--- src/verilog/icem_pkg.sv ---
package icem_pkg;

  // Context counts and bus widths
  localparam int TX_CTX = 8;
  localparam int RX_CTX = 4;
  localparam int ADDR_W = 8;
  localparam int DATA_W = 32;
  localparam int STAT_W = 2;

  // Register byte offsets
  localparam logic [7:0] OFS_TX_EVT_CLR = 8'h84;
  localparam logic [7:0] OFS_TX_EVT_SET = 8'h90;
  localparam logic [7:0] OFS_TX_EN_SET = 8'h98;
  localparam logic [7:0] OFS_TX_EN_CLR = 8'h9c;
  localparam logic [7:0] OFS_RX_EVT_SET = 8'ha0;
  localparam logic [7:0] OFS_RX_EVT_CLR = 8'ha4;
  localparam logic [7:0] OFS_RX_EN_SET = 8'ha8;
  localparam logic [7:0] OFS_RX_EN_CLR = 8'hac;
  localparam logic [7:0] OFS_GLB_CTRL = 8'hb0;
  localparam logic [7:0] OFS_IRQ_STATUS = 8'hb4;
  localparam logic [7:0] OFS_IRQ_CLEAR = 8'hb8;
  localparam logic [7:0] OFS_IRQ_ENABLE = 8'hbc;

  // Field positions
  localparam int GLB_EN_BIT = 31;
  localparam int STAT_TX_BIT = 0;
  localparam int STAT_RX_BIT = 1;

  // Values after reset
  localparam logic [TX_CTX-1:0] TX_EVT_RST = 8'h00;
  localparam logic [TX_CTX-1:0] TX_EN_RST = 8'h00;
  localparam logic [RX_CTX-1:0] RX_EVT_RST = 4'h0;
  localparam logic [RX_CTX-1:0] RX_EN_RST = 4'h0;
  localparam logic GLB_EN_RST = 1'b0;
  localparam logic [STAT_W-1:0] STAT_RST = 2'h0;
  localparam logic [STAT_W-1:0] IRQ_EN_RST = 2'h0;
  localparam logic [DATA_W-1:0] RDATA_RST = 32'h0000_0000;

  // Register selected by an address
  typedef enum {
    SEL_NONE,
    SEL_TX_EVT_CLR,
    SEL_TX_EVT_SET,
    SEL_TX_EN_SET,
    SEL_TX_EN_CLR,
    SEL_RX_EVT_SET,
    SEL_RX_EVT_CLR,
    SEL_RX_EN_SET,
    SEL_RX_EN_CLR,
    SEL_GLB_CTRL,
    SEL_IRQ_STATUS,
    SEL_IRQ_CLEAR,
    SEL_IRQ_ENABLE
  } icem_reg_sel_t;

endpackage : icem_pkg

--- src/verilog/icem_event_latch.sv ---
`timescale 1ns/1ps
module icem_event_latch #(
  parameter int W = 8
) (
  input wire logic core_clk_i,
  input wire logic rst_n_i,
  input wire logic [W-1:0] irq_i,
  input wire logic [W-1:0] sw_set_i,
  input wire logic [W-1:0] sw_clr_i,
  output logic [W-1:0] event_o
);

  logic [W-1:0] irq_prev;
  logic [W-1:0] next_irq_prev;
  logic [W-1:0] next_event;

  // Per-context sticky bit; set terms win so no edge is lost on a clear
  for (genvar i = 0; i < W; i++) begin : g_bit
    always_comb begin
      next_event[i] = event_o[i];
      if (sw_clr_i[i]) begin
        next_event[i] = 1'b0;
      end
      if ((irq_i[i] && !irq_prev[i]) || sw_set_i[i]) begin
        next_event[i] = 1'b1;
      end
    end
  end

  // Previous level for edge detection
  always_comb begin
    next_irq_prev = irq_i;
  end

  // Registers only
  always_ff @(posedge core_clk_i or negedge rst_n_i) begin
    if (!rst_n_i) begin
      irq_prev <= '0;
      event_o <= '0;
    end else begin
      irq_prev <= next_irq_prev;
      event_o <= next_event;
    end
  end

endmodule : icem_event_latch

--- src/verilog/icem_top.sv ---
// Decided for this implementation: the plain strobed port.
`timescale 1ns/1ps
module icem_top (
  input wire logic core_clk_i,
  input wire logic rst_n_i,
  // Context completion interrupt lines from the DMA engines
  input wire logic [icem_pkg::TX_CTX-1:0] tx_ctx_irq_i,
  input wire logic [icem_pkg::RX_CTX-1:0] rx_ctx_irq_i,
  // Register port
  input wire logic [icem_pkg::ADDR_W-1:0] reg_addr_i,
  input wire logic [icem_pkg::DATA_W-1:0] reg_wdata_i,
  input wire logic reg_wr_i,
  input wire logic reg_rd_i,
  output logic [icem_pkg::DATA_W-1:0] reg_rdata_o,
  // Summaries and state
  output logic tx_context_summary_irq_o,
  output logic rx_context_summary_irq_o,
  output logic global_irq_enable_o,
  output logic [icem_pkg::TX_CTX-1:0] tx_context_event_bits_o,
  output logic [icem_pkg::TX_CTX-1:0] tx_context_enable_bits_o,
  output logic irq_o
);

  // Address decode shared by the write and read paths
  // Unmapped addresses decode to no register, so they do nothing
  function automatic icem_pkg::icem_reg_sel_t decode_addr(
    input logic [icem_pkg::ADDR_W-1:0] addr
  );
    icem_pkg::icem_reg_sel_t sel;
    sel = icem_pkg::SEL_NONE;
    case (addr)
      icem_pkg::OFS_TX_EVT_CLR: sel = icem_pkg::SEL_TX_EVT_CLR;
      icem_pkg::OFS_TX_EVT_SET: sel = icem_pkg::SEL_TX_EVT_SET;
      icem_pkg::OFS_TX_EN_SET: sel = icem_pkg::SEL_TX_EN_SET;
      icem_pkg::OFS_TX_EN_CLR: sel = icem_pkg::SEL_TX_EN_CLR;
      icem_pkg::OFS_RX_EVT_SET: sel = icem_pkg::SEL_RX_EVT_SET;
      icem_pkg::OFS_RX_EVT_CLR: sel = icem_pkg::SEL_RX_EVT_CLR;
      icem_pkg::OFS_RX_EN_SET: sel = icem_pkg::SEL_RX_EN_SET;
      icem_pkg::OFS_RX_EN_CLR: sel = icem_pkg::SEL_RX_EN_CLR;
      icem_pkg::OFS_GLB_CTRL: sel = icem_pkg::SEL_GLB_CTRL;
      icem_pkg::OFS_IRQ_STATUS: sel = icem_pkg::SEL_IRQ_STATUS;
      icem_pkg::OFS_IRQ_CLEAR: sel = icem_pkg::SEL_IRQ_CLEAR;
      icem_pkg::OFS_IRQ_ENABLE: sel = icem_pkg::SEL_IRQ_ENABLE;
      default: sel = icem_pkg::SEL_NONE;
    endcase
    return sel;
  endfunction : decode_addr

  // Register selected by the current strobe, or none
  icem_pkg::icem_reg_sel_t wr_sel;
  icem_pkg::icem_reg_sel_t rd_sel;

  // Write-side strobes, one per set or clear port
  // A strobe lasts one cycle, so each written one acts exactly once
  logic [icem_pkg::TX_CTX-1:0] tx_evt_set_w;
  logic [icem_pkg::TX_CTX-1:0] tx_evt_clr_w;
  logic [icem_pkg::RX_CTX-1:0] rx_evt_set_w;
  logic [icem_pkg::RX_CTX-1:0] rx_evt_clr_w;

  // Event bits held by the sticky latches
  // (transmit events leave through their own output port)
  logic [icem_pkg::RX_CTX-1:0] rx_evt;

  // Enable masks and block-level control
  logic [icem_pkg::TX_CTX-1:0] next_tx_en;
  logic [icem_pkg::RX_CTX-1:0] rx_en;
  logic [icem_pkg::RX_CTX-1:0] next_rx_en;
  logic next_glb_en;

  // Interrupt status, enable and output
  logic [icem_pkg::STAT_W-1:0] irq_status;
  logic [icem_pkg::STAT_W-1:0] next_irq_status;
  logic [icem_pkg::STAT_W-1:0] irq_en;
  logic [icem_pkg::STAT_W-1:0] next_irq_en;
  logic [icem_pkg::STAT_W-1:0] summary_rise;
  logic next_irq;

  // Summaries
  logic tx_sum_now;
  logic rx_sum_now;
  logic next_tx_sum;
  logic next_rx_sum;

  // Read data
  logic [icem_pkg::DATA_W-1:0] next_rdata;

  // Per-context contribution to each summary; the mask gates this path
  // and the clear-address readback, so masked events are still recorded and readable at the set address
  logic [icem_pkg::TX_CTX-1:0] tx_contrib;
  logic [icem_pkg::RX_CTX-1:0] rx_contrib;

  for (genvar c = 0; c < icem_pkg::TX_CTX; c++) begin : g_tx_contrib
    assign tx_contrib[c] = tx_context_event_bits_o[c] &
      tx_context_enable_bits_o[c];
  end

  for (genvar c = 0; c < icem_pkg::RX_CTX; c++) begin : g_rx_contrib
    assign rx_contrib[c] = rx_evt[c] & rx_en[c];
  end

  // Decode once per port direction
  // The master never raises both strobes, so one address serves both
  always_comb begin
    wr_sel = reg_wr_i ? decode_addr(reg_addr_i) : icem_pkg::SEL_NONE;
    rd_sel = reg_rd_i ? decode_addr(reg_addr_i) : icem_pkg::SEL_NONE;
  end

  // Event set and clear strobes; only ones written take effect
  always_comb begin
    tx_evt_set_w = '0;
    tx_evt_clr_w = '0;
    rx_evt_set_w = '0;
    rx_evt_clr_w = '0;
    if (wr_sel == icem_pkg::SEL_TX_EVT_SET) begin
      tx_evt_set_w = reg_wdata_i[icem_pkg::TX_CTX-1:0];
    end
    if (wr_sel == icem_pkg::SEL_TX_EVT_CLR) begin
      tx_evt_clr_w = reg_wdata_i[icem_pkg::TX_CTX-1:0];
    end
    if (wr_sel == icem_pkg::SEL_RX_EVT_SET) begin
      rx_evt_set_w = reg_wdata_i[icem_pkg::RX_CTX-1:0];
    end
    if (wr_sel == icem_pkg::SEL_RX_EVT_CLR) begin
      rx_evt_clr_w = reg_wdata_i[icem_pkg::RX_CTX-1:0];
    end
  end

  // Transmit events: input lines pulse on last-output completion
  // with irq bits; the latch records them whatever the mask says
  // The upstream engine raises a line only for commands with irq bits
  icem_event_latch #(
    .W(icem_pkg::TX_CTX)
  ) u_tx_events (
    .core_clk_i(core_clk_i),
    .rst_n_i(rst_n_i),
    .irq_i(tx_ctx_irq_i),
    .sw_set_i(tx_evt_set_w),
    .sw_clr_i(tx_evt_clr_w),
    .event_o(tx_context_event_bits_o)
  );

  // Receive events: any input command completion with irq bits
  // A line held high records one event; only its rising edge counts
  icem_event_latch #(
    .W(icem_pkg::RX_CTX)
  ) u_rx_events (
    .core_clk_i(core_clk_i),
    .rst_n_i(rst_n_i),
    .irq_i(rx_ctx_irq_i),
    .sw_set_i(rx_evt_set_w),
    .sw_clr_i(rx_evt_clr_w),
    .event_o(rx_evt)
  );

  // Mask registers; set and clear live at different addresses so
  // the two can never meet in one cycle
  // Zero bits of the written word leave mask bits as they were
  always_comb begin
    next_tx_en = tx_context_enable_bits_o;
    next_rx_en = rx_en;
    case (wr_sel)
      icem_pkg::SEL_TX_EN_SET: begin
        next_tx_en = tx_context_enable_bits_o |
          reg_wdata_i[icem_pkg::TX_CTX-1:0];
      end
      icem_pkg::SEL_TX_EN_CLR: begin
        next_tx_en = tx_context_enable_bits_o &
          ~reg_wdata_i[icem_pkg::TX_CTX-1:0];
      end
      icem_pkg::SEL_RX_EN_SET: begin
        next_rx_en = rx_en | reg_wdata_i[icem_pkg::RX_CTX-1:0];
      end
      icem_pkg::SEL_RX_EN_CLR: begin
        next_rx_en = rx_en & ~reg_wdata_i[icem_pkg::RX_CTX-1:0];
      end
      default: begin
        next_tx_en = tx_context_enable_bits_o;
        next_rx_en = rx_en;
      end
    endcase
  end

  // Masks have no defined power-up value in hardware; they clear
  // here so that no context reaches a summary before software asks
  always_ff @(posedge core_clk_i or negedge rst_n_i) begin
    if (!rst_n_i) begin
      tx_context_enable_bits_o <= icem_pkg::TX_EN_RST;
      rx_en <= icem_pkg::RX_EN_RST;
    end else begin
      tx_context_enable_bits_o <= next_tx_en;
      rx_en <= next_rx_en;
    end
  end

  // Global enable; plain read/write bit
  // Only the enable bit is stored; other bits of the word are dropped
  always_comb begin
    next_glb_en = global_irq_enable_o;
    if (wr_sel == icem_pkg::SEL_GLB_CTRL) begin
      next_glb_en = reg_wdata_i[icem_pkg::GLB_EN_BIT];
    end
  end

  // Global enable register
  always_ff @(posedge core_clk_i or negedge rst_n_i) begin
    if (!rst_n_i) begin
      global_irq_enable_o <= icem_pkg::GLB_EN_RST;
    end else begin
      global_irq_enable_o <= next_glb_en;
    end
  end

  // Summaries are unlatched OR of event and mask; flopped once so
  // the output comes from a register, costing one cycle of lag;
  // software polling the summary must allow for that cycle
  always_comb begin
    tx_sum_now = |tx_contrib;
    rx_sum_now = |rx_contrib;
    next_tx_sum = tx_sum_now;
    next_rx_sum = rx_sum_now;
  end

  // Summary registers
  always_ff @(posedge core_clk_i or negedge rst_n_i) begin
    if (!rst_n_i) begin
      tx_context_summary_irq_o <= 1'b0;
      rx_context_summary_irq_o <= 1'b0;
    end else begin
      tx_context_summary_irq_o <= next_tx_sum;
      rx_context_summary_irq_o <= next_rx_sum;
    end
  end

  // Status records each summary rising; a rise in the clear cycle
  // survives because the set term is applied last
  always_comb begin
    // A rise is a summary about to go from low to high
    summary_rise = '0;
    summary_rise[icem_pkg::STAT_TX_BIT] = tx_sum_now &
      ~tx_context_summary_irq_o;
    summary_rise[icem_pkg::STAT_RX_BIT] = rx_sum_now &
      ~rx_context_summary_irq_o;
    next_irq_status = irq_status;
    if (wr_sel == icem_pkg::SEL_IRQ_CLEAR) begin
      next_irq_status = irq_status &
        ~reg_wdata_i[icem_pkg::STAT_W-1:0];
    end
    next_irq_status = next_irq_status | summary_rise;
    // Enable is a plain read/write register
    next_irq_en = irq_en;
    if (wr_sel == icem_pkg::SEL_IRQ_ENABLE) begin
      next_irq_en = reg_wdata_i[icem_pkg::STAT_W-1:0];
    end
    // Level output, held off entirely by the global enable; the next
    // value is taken so the pin drops on the very edge the enable does
    next_irq = next_glb_en &
      (|(next_irq_status & next_irq_en));
  end

  // Status, interrupt enable and interrupt pin
  always_ff @(posedge core_clk_i or negedge rst_n_i) begin
    if (!rst_n_i) begin
      irq_status <= icem_pkg::STAT_RST;
      irq_en <= icem_pkg::IRQ_EN_RST;
      irq_o <= 1'b0;
    end else begin
      irq_status <= next_irq_status;
      irq_en <= next_irq_en;
      irq_o <= next_irq;
    end
  end

  // Read mux; data stands only in the cycle after the strobe,
  // unmapped and write-only addresses read zero,
  // and no read ever changes any state
  always_comb begin
    next_rdata = '0;
    case (rd_sel)
      icem_pkg::SEL_TX_EVT_SET: begin
        next_rdata = 32'(tx_context_event_bits_o);
      end
      icem_pkg::SEL_TX_EVT_CLR: begin
        next_rdata = 32'(tx_context_event_bits_o &
          tx_context_enable_bits_o);
      end
      // Masks read back the same at their set and clear addresses
      icem_pkg::SEL_TX_EN_SET,
      icem_pkg::SEL_TX_EN_CLR: begin
        next_rdata = 32'(tx_context_enable_bits_o);
      end
      icem_pkg::SEL_RX_EVT_SET: begin
        next_rdata = 32'(rx_evt);
      end
      icem_pkg::SEL_RX_EVT_CLR: begin
        next_rdata = 32'(rx_evt & rx_en);
      end
      icem_pkg::SEL_RX_EN_SET,
      icem_pkg::SEL_RX_EN_CLR: begin
        next_rdata = 32'(rx_en);
      end
      icem_pkg::SEL_GLB_CTRL: begin
        next_rdata[icem_pkg::GLB_EN_BIT] = global_irq_enable_o;
      end
      icem_pkg::SEL_IRQ_STATUS: begin
        next_rdata = 32'(irq_status);
      end
      icem_pkg::SEL_IRQ_ENABLE: begin
        next_rdata = 32'(irq_en);
      end
      default: begin
        next_rdata = '0;
      end
    endcase
  end

  // Read data register; it falls back to zero after one cycle so a
  // stale word is never taken for a fresh answer
  always_ff @(posedge core_clk_i or negedge rst_n_i) begin
    if (!rst_n_i) begin
      reg_rdata_o <= icem_pkg::RDATA_RST;
    end else begin
      reg_rdata_o <= next_rdata;
    end
  end

endmodule : icem_top
--- config.mk ---
export PLATFORM = sky130hd
export DESIGN_NAME = icem_top
export DESIGN_NICKNAME = d
export VERILOG_FILES = /design/src/verilog/icem_pkg.sv /design/src/verilog/icem_event_latch.sv /design/src/verilog/icem_top.sv
export SDC_FILE = /design/constraint.sdc
export NUM_CORES = 1
export LEC_CHECK = 0
export ABC_AREA = 1
export BUFFER_PORTS_ARGS = -buffer_cell sky130_fd_sc_hd__clkbuf_2
export CAP_MARGIN = 15
export CORE_MARGIN = 1.5
export CORE_UTILIZATION = 50
export CTS_CLUSTER_SIZE = 30
export DETAILED_ROUTE_END_ITERATION = 8
export PLACE_DENSITY = 0.87
export SYNTH_ARGS = -nofsm -noshare
export SYNTH_HDL_FRONTEND = slang
export SYNTH_SLANG_ARGS = --single-unit
--- constraint.sdc ---
create_clock -name core_clk_i -period 1.5 [get_ports core_clk_i]
set_input_delay 0.225 -clock core_clk_i [delete_from_list [all_inputs] [get_ports core_clk_i]]
set_output_delay 0.225 -clock core_clk_i [all_outputs]
set_load 0.005 [all_outputs]
==> results of run 1 <==
-- cell type report --
type	count	share of cell area [%]
multi-input cells	251	36.5
inverters	57	5.65
repair buffers	109	18.1
flip-flops and latches	53	35.0
clock inverters	3	0.561
well taps	72	2.38
clock buffers	5	1.82
-- what timing repair did --
| action | 4_1_cts | 5_1_grt |
|---|---|---|
| setup buffers | 0 | 12 |
| setup endpoints to repair | 0 | 33 |
| hold buffers | 1 | 0 |
| gates resized for setup | 0 | 24 |
| hold endpoints to repair | 13 | 0 |
-- final timing paths --
kind                       cells after the start                       end                    start  slack, ps
max                                           12    u_rx_events.event_o[0]            reg_addr_i[6]         70
min                                            1   u_tx_events.irq_prev[3]          tx_ctx_irq_i[3]         30
max reg2reg                                    7                     irq_o   u_tx_events.event_o[7]        110
min reg2reg                                    1    u_tx_events.event_o[3]  u_tx_events.irq_prev[3]        440
max in group asynchronous                      3   u_rx_events.irq_prev[2]                  rst_n_i        560
min in group asynchronous                      2  rx_context_summary_irq_o                  rst_n_i        380
-- per-layer routing --
layer | vias to the layer above | part of all wire, % | GRT usage, %
met1 | 1364 | 40 | 33.4
li1 | 1366 | - | -
met5 | - | 0 | 0
met3 | 27 | 8.0 | 4.69
met2 | 168 | 49 | 41.7
met4 | 0 | 2.4 | 8.60
-- report_power, final --
part	internal, mW	total (mW)	switching (mW)	leakage (nW)
clock network	0.333	0.830	0.497	0.0445
logic	0.121	0.328	0.207	1.43
registers	1.48	1.52	0.0355	0.606
-- through the flow --
step           instance area (um^2)  TNS [ps]
6_report                       3790         0
5_1_grt                        3790     -42.6
4_1_cts                        3610         0
3_5_place_dp                   3510     -8020
3_3_place_gp                   3510     -5210
2_1_floorplan                  3020         0
-- cells by family (layout without fill, tap and decap cells) --
kind of cell    Yosys count  count (layout)  share of synthesized area (%)
compound gates           56              56                           11.9
buf+inv                  82             174                           13.5
flops                    53              53                           45.1
other cells               1              23                          0.128
simple gates            172             172                           29.3
-- worst max-delay path, delay by kind of cell --
kind	cells	cell delay, ps
simple gates	7	790
compound gates	2	260
buf+inv	3	320
-- cells in the mapped netlist (all sizes together) --
master,n,share of area (%)
a21boi,1,0.26
a21oi,6,1.1
a22oi,4,1.0
and2,1,0.21
buf,24,6.1
clkbuf,1,0.13
conb,1,0.13
dfrtp,53,45
inv,57,7.3
nand2,92,14
nand3,31,5.9
nand4,7,1.5
nor2,37,6.8
nor3,2,0.89
nor4,1,0.21
o2111ai,2,0.60
o211ai,11,2.8
o21ai,28,4.9
o221ai,4,1.2
or2,1,0.21
==> impl_metrics.yaml, run 1 <==
final_layout:
  n_antenna_cell: 0
  mostFrequentLayoutCells: "nand2_1 (75), clkbuf_2 (61), dfrtp_1 (53)"
  area_delta_synth_final_pct: 28.9
  multiInputGateArea_mm2: 0.00139
  fin_util_pct: 68.0
  drive_above_1_share_pct: 35.6
  layout_commonest_cell: "nand2_1"
  nets: 533
  fill_cells: 443
  seqCellArea_mm2: 0.00133
  finalNonFillerCells: 550
floorplan:
  initial_core_util_pct: 52.7
  rows: 27
  die_x_um: 79.7
  ioPinCount: 108
  core_area_mm2: 0.00557
  die_y_um: 79.7
  die_area_mm2: 0.00635
timing:
  hold_ws_ps: 29.4
  setup_ws_ps: 72.2
  fmax_ghz: 0.700
  fin_skew_ps: 13.0
  hold_violations: 0
  maxSlewViolCount: 0
  finalSetupViolCount: 0
  period_needed_ps: 1430
  min_period_over_period_pct: 95.2
run:
  maxCapViolations: 0
placed_design:
  portBuffers: 61
  hpwl_um: 5890
  place_ws_ps: -302
  gp_congestion: 0.913
  place_inst: 529
routing:
  viasPerCell: 5.32
  wl_per_cell_um: 14.5
  postRouteAntennaNets: 0
  wirelength_um: 7990
  route.detailed.drc: 0
  drt_iter0_markers: 230
  vias: 2925
  drtPass1Iterations: 5
power:
  totalPowerFinal_mw: 2.67
  p_per_area_mw_per_mm2: 705
  p_leak_nw: 2.08
  peakVddDrop_v: 0.000600
synthesis:
  ys_warn_count: 0
  syn_area_mm2: 0.00294
  synth-seq-cells: 53
  ys_types: 31
  syn_inst: 364
  synth.avg_cell_area_um2: 8.07
  ys_seq_area_share_pct: 45.1
clocking:
  cts.sink_count: 53
  cts.clk_slew.worst_paths_ps: 100
  h-tree-depth: 2
  cts_tree: "yes"
  clk_latency_ps: 310
  numCtsBuffers: 5
  cts_buffer_depth: 2
  cts_root_buf: "clkbuf_8"
worst_setup_path:
  critPathCaptureType: "flip-flop"
  startpoint_type: "input pin"
  slowest_stage: "buf_4"
  critPathArrivalTime_ps: 1600
  required_ps: 1670
  max_stage_delay_ps: 160
  path_class: "input pin to flip-flop"
  crit_chain: "clkbuf_2 > inv_1 > nand3_2 > nor2_4 > nand2_1 > nand2_4 > nand2_2 > buf_4 > nor2_4 > nand2_4 > o21ai_2 > o221ai_1"
  path_max_fanout: 6
global_routing:
  antenna_found_initial: 0
  grt_pass1_vias: 2653
  grt_max_degree: 41
  grt-ovfl-total: 0
  track_usage_pct: 25.3
  grt_pass1_wl_um: 12400
hold_path:
  hold_path.class: "input pin to flip-flop"
run_status:
  status: "complete, no violations"
Note: power is estimated with default switching activity, not from simulation.
==> run 2: changes to the inputs <==
--- a/config.mk
+++ b/config.mk
@@ -12,7 +12,8 @@
 export CORE_UTILIZATION = 50
 export CTS_CLUSTER_SIZE = 30
 export DETAILED_ROUTE_END_ITERATION = 8
-export PLACE_DENSITY = 0.87
+export PLACE_DENSITY = 0.86
 export SYNTH_ARGS = -nofsm -noshare
 export SYNTH_HDL_FRONTEND = slang
+export SYNTH_HIERARCHICAL = 1
 export SYNTH_SLANG_ARGS = --single-unit
==> run 2 against run 1 <==
Maximum frequency rose by 0.31%. Area after synthesis rose by 5.8%. Hold slack got worse by 7.0 ps. Critical path type is now flip-flop to flip-flop.
==> impl_metrics.yaml, run 2 <==
routing:
  route.detailed.drc: 0
  postRouteAntennaNets: 0
  top_layer_used: "met4"
  vias: 2846
  viasPerCell: 4.92
  met2_length_um: 3800
  met1Wirelength_um: 3040
  wirelength_um: 7480
  drtPass1Iterations: 4
  met3_length_um: 429
  wl_per_cell_um: 12.9
  drt_iter0_markers: 211
power:
  p_leak_nw: 2.09
  peakVddDrop_v: 0.000629
  p_per_area_mw_per_mm2: 713
floorplan:
  die_y_um: 81.9
  die_area_mm2: 0.00670
  core_area_mm2: 0.00596
  die_x_um: 81.9
  rows: 28
  initial_core_util_pct: 52.2
  ioPinCount: 108
run_status:
  status: "complete, no violations"
timing:
  min_period_over_period_pct: 94.9
  rsz0062_at_grt: "true"
  finalSetupTns_ps: 0
  worst_pin_slew_ps: 502
  fin_skew_ps: 8.21
  period_needed_ps: 1420
  hold_ws_ps: 22.4
  fmax_ghz: 0.703
  maxSlewViolCount: 0
  slew_headroom_pct: 66.5
  finalSetupViolCount: 0
  hold_violations: 0
hold_path:
  hold_path.class: "input pin to flip-flop"
  min_path_cells: 1
  hp-start: "tx_ctx_irq_i[4]"
synthesis:
  yosysMostFrequentCell: "nand2_1"
  yosysTopAreaCell: "dfrtp_1"
  synth_top_area_share_pct: 42.7
  synth.avg_cell_area_um2: 7.70
  syn_inst: 404
  ys.flop_type: "dfrtp_1"
  synth-seq-cells: 53
  async_flop_share_pct: 100
  syn_area_mm2: 0.00311
  ys_seq_area_share_pct: 42.7
  synth_common_cells: "nand2_1 (75), inv_1 (72), dfrtp_1 (53)"
  synth_top_cells_by_area: "dfrtp_1 (43%), nand2_1 (9.1%), inv_1 (8.7%), nor2_1 (6.0%), buf_4 (5.6%)"
  synth-edff-count: 0
  ys_warn_count: 6
  ys_types: 31
global_routing:
  grt_max_degree: 27
  track_usage_pct: 23.7
  grt_pass1_vias: 2719
  antenna_found_initial: 0
  grt_pass1_wl_um: 11900
  grt-ovfl-total: 0
clocking:
  h-tree-depth: 2
  cts_root_buf: "clkbuf_8"
  cts_tree: "yes"
  cts_buffer_depth: 2
  clk_latency_ps: 320
  cts.clk_slew.worst_paths_ps: 110
  cts.sink_count: 53
  numCtsBuffers: 5
placed_design:
  portBuffers: 61
  gp_congestion: 0.865
  place_inst: 569
  hpwl_um: 5790
  placed_cell_area_mm2: 0.00366
final_layout:
  drive_above_1_share_pct: 33.4
  fin_util_pct: 63.8
  finalNonFillerCells: 578
  n_antenna_cell: 0
  nets: 558
  multiInputGateArea_mm2: 0.00143
  fill_cells: 521
  mostFrequentLayoutCells: "inv_1 (72), nand2_1 (72), clkbuf_2 (61)"
  finalInstanceArea_mm2: 0.00380
  seqCellArea_mm2: 0.00133
  area_delta_synth_final_pct: 22.1
worst_setup_path:
  reg2regPathDepth: 7
  startpoint_type: "flip-flop"
  critPathCaptureType: "flip-flop"
  path_class: "flip-flop to flip-flop"
  required_ps: 1710
  path_max_fanout: 2
  critPathArrivalTime_ps: 1640
run:
  maxCapViolations: 0
[run 2: changes by cell type in the layout (fill, tap and decap cells not counted), sizes merged, moves of 5 or more]
cell	delta
o211ai	-10
buf	-17
o21ai	-7
nand2	+10
inv	+23
o22ai	+5
nor2	+24
[run 2: cell type report]
type,count,area share (%)
clock inverters,3,0.692
clock buffers,5,1.81
multi-input cells,270,37.6
well taps,75,2.47
inverters,80,7.97
flip-flops and latches,53,34.9
repair buffers,92,14.6
[run 2: cells by family after synthesis]
kind of cell / synth area share (%)
other: 0.121
AND/OR/NAND/NOR: 34.2
buffers and inverters: 15.2
flip-flops: 42.7
AO/OA/AOI/OAI: 7.85
[run 2: metrics by stage]
step,setup slack (ps),power (mW)
after floorplan,64.4,1.73
after global placement,-128,1.85
after detailed placement,-210,1.86
after CTS,33.1,2.72
after global routing,-13.8,2.83
final,76.5,2.71
[run 2: final timing paths]
kind                                           end  slack [ps]
max                                          irq_o          80
min                        u_tx_events/irq_prev[4]          20
max reg2reg                                  irq_o          80
min reg2reg                 u_tx_events/event_o[0]         510
max in group asynchronous  u_rx_events/irq_prev[0]         560
min in group asynchronous                irq_en[0]         400
[run 2: critical path, stage by stage (launching register included)]
cell     delay, ps
dfrtp_1        410
nand2_2        100
nand4_1        100
or3_4          410
nand2_2         80
nand3_1         90
nand2_1         70
a21oi_1         60
[run 2: metal layers]
metal,global-route usage [%],up-vias
met5,0,-
met4,10.5,0
met3,4.44,24
met2,40.6,113
met1,28.8,1310
li1,-,1399
[run 2: power by group]
group	internal [mW]	leakage, nW	switching (mW)	total, mW
registers	1.48	0.605	0.0269	1.51
logic	0.124	1.44	0.214	0.338
clock network	0.341	0.0423	0.522	0.862
[run 2: timing repair]
action | CTS | global route
gates resized for setup | 0 | 11
hold buffers | 1 | 0
buffers inserted | 0 | 0
hold endpoints to repair | 17 | 0
setup endpoints to repair | 0 | 11
==> run 3: changes to the inputs <==
--- a/config.mk
+++ b/config.mk
@@ -9,10 +9,11 @@
 export BUFFER_PORTS_ARGS = -buffer_cell sky130_fd_sc_hd__clkbuf_2
 export CAP_MARGIN = 15
 export CORE_MARGIN = 1.5
-export CORE_UTILIZATION = 50
+export CORE_UTILIZATION = 54
 export CTS_CLUSTER_SIZE = 30
 export DETAILED_ROUTE_END_ITERATION = 8
-export PLACE_DENSITY = 0.86
+export MAX_ROUTING_LAYER = met4
+export PLACE_DENSITY = 0.91
 export SYNTH_ARGS = -nofsm -noshare
 export SYNTH_HDL_FRONTEND = slang
 export SYNTH_HIERARCHICAL = 1
==> constraint.sdc (replaced) <==
create_clock -name core_clk_i -period 1.85 [get_ports core_clk_i]
set_input_delay 0.2775 -clock core_clk_i [delete_from_list [all_inputs] [get_ports core_clk_i]]
set_output_delay 0.2775 -clock core_clk_i [all_outputs]
set_load 0.005 [all_outputs]
==> run 3 against run 2 <==
Power down 19%. Maximum frequency down 4.0%. Non-clock buffer count decreased by 28. Count of clock-buffer cells in the layout up 2. Sequential power down 19%. Sequential share of layout area up 2.5 points. Clock power fell by 15%. Die area decreased by 7.1%. Final cell count shrank 5.4%. Critical path depth stayed put. Critical path type unchanged.
==> impl_metrics.yaml, run 3 (synthesized netlist as in run 2, its figures left out) <==
run_status:
  status: "complete, no violations"
worst_setup_path:
  r2r_slack_ps: 370
  slowest_stage: "dfrtp_1"
  max_stage_delay_ps: 440
  crit_path_frequent_cell: "nand2_1"
  required_ps: 2050
  startpoint_type: "flip-flop"
  reg2regPathDepth: 7
  critPathArrivalTime_ps: 1680
  crit_chain: "nand2_1 > nand4_1 > or3_1 > nand2_1 > nand3_1 > nand2_1 > a21oi_1"
  path_max_fanout: 4
  path_class: "flip-flop to flip-flop"
  critPathCaptureType: "flip-flop"
  r2r_end: "irq_o"
  r2r-start: "u_tx_events/event_o[1]"
floorplan:
  die_x_um: 78.9
  ioPinCount: 108
  initial_core_util_pct: 56.1
  die_y_um: 78.9
  core_area_mm2: 0.00554
  die_area_mm2: 0.00622
  rows: 27
clocking:
  cts_buffer_depth: 2
  numCtsBuffers: 5
  cts.sink_count: 53
  cts_setup_buffers: 0
  h-tree-depth: 2
  cts.clk_slew.worst_paths_ps: 100
  ctsHoldBuffers: 0
  cts_root_buf: "clkbuf_8"
  clk_latency_ps: 310
  cts_tree: "yes"
  post_cts_resize_count: 0
final_layout:
  drive_above_1_share_pct: 28.4
  n_antenna_cell: 0
  nets: 530
  fill_cells: 476
  fin_util_pct: 63.9
  layout_commonest_cell: "nand2_1"
  area_delta_synth_final_pct: 13.9
  mostFrequentLayoutCells: "nand2_1 (75), inv_1 (72), clkbuf_2 (61)"
  finalNonFillerCells: 547
placed_design:
  place_inst: 539
  portBuffers: 61
  gp_congestion: 0.892
  hpwl_um: 5230
  place_ws_ps: 74.9
timing:
  fmax_ghz: 0.674
  worst_pin_slew_ps: 652
  hold_violations: 0
  finalSetupTns_ps: 0
  setup_ws_ps: 366
  min_period_over_period_pct: 80.2
  rsz0062_at_grt: "false"
  slew_headroom_pct: 56.6
  finalSetupViolCount: 0
  maxSlewViolCount: 0
  fin_skew_ps: 6.21
  period_needed_ps: 1480
routing:
  drt_iter0_markers: 259
  postRouteAntennaNets: 0
  route.detailed.drc: 0
  vias: 2691
  wl_per_cell_um: 12.7
  wirelength_um: 6940
  viasPerCell: 4.92
  drtPass1Iterations: 5
power:
  clkPwrFrac_pct: 33.2
  p_switching_mw: 0.572
  p_comb_share_pct: 11.1
  totalPowerFinal_mw: 2.20
  peakVddDrop_v: 0.000532
  p_leak_nw: 1.96
  power_frac_seq_pct: 55.7
  p_per_area_mw_per_mm2: 621
  power.internal_mw: 1.63
  p_sw_share_pct: 26.0
run:
  maxCapViolations: 0
global_routing:
  antenna_found_initial: 0
  grt_pass1_vias: 2510
  grt-ovfl-total: 0
  grt_max_degree: 54
  grt_pass1_wl_um: 11500
  track_usage_pct: 24.3
hold_path:
  hold_path.class: "input pin to asynchronous set/reset pin"
-- run 3: through the flow --
step	hold slack (ps)	area, um^2
6_report	72.2	3540
5_1_grt	67.8	3540
4_1_cts	76.2	3540
3_5_place_dp	402	3440
3_3_place_gp	402	3440
2_1_floorplan	-18.1	3190
-- run 3: critical path, delay by kind of cell (launching register included) --
| family | cells | cell delay [ps] |
|---|---|---|
| AO/OA/AOI/OAI | 1 | 50 |
| flip-flops | 1 | 440 |
| AND/OR/NAND/NOR | 6 | 890 |
-- run 3: power groups by stage --
stage	combinational, mW	sequential (mW)	clock (mW)
2_1_floorplan	0.156	1.24	0
3_3_place_gp	0.232	1.25	0
3_5_place_dp	0.242	1.25	0
4_1_cts	0.245	1.22	0.741
5_1_grt	0.280	1.23	0.799
6_report	0.245	1.23	0.729
-- run 3: layout make-up --
type	count	area, um^2	area share, %
Inverter	80	300	8.48
Clock buffer	7	96.3	2.72
Clock inverter	1	8.76	0.247
Sequential cell	53	1330	37.4
Tap cell	72	90.1	2.54
Multi-Input combinational cell	270	1390	39.3
Timing Repair Buffer	64	328	9.25
-- run 3: how the worst max path moves through the flow --
stage,from,to,slack [ps],cells past startpoint
global route,reg_addr_i[3],u_tx_events/event_o[3],240,13
floorplan,reg_addr_i[1],u_tx_events/event_o[2],360,10
finish,u_tx_events/event_o[1],irq_o,370,7
global placement,reg_addr_i[6],u_tx_events/event_o[5],120,12
detailed placement,reg_addr_i[2],u_tx_events/event_o[0],70,13
CTS,reg_addr_i[2],flip-flop,390,11
-- run 3: layer usage --
metal | GRT usage, % | share of wire [%]
met1 | 30.5 | 41
met2 | 40.6 | 50
met3 | 4.02 | 7.1
met4 | 7.54 | 1.7
met5 | - | 0
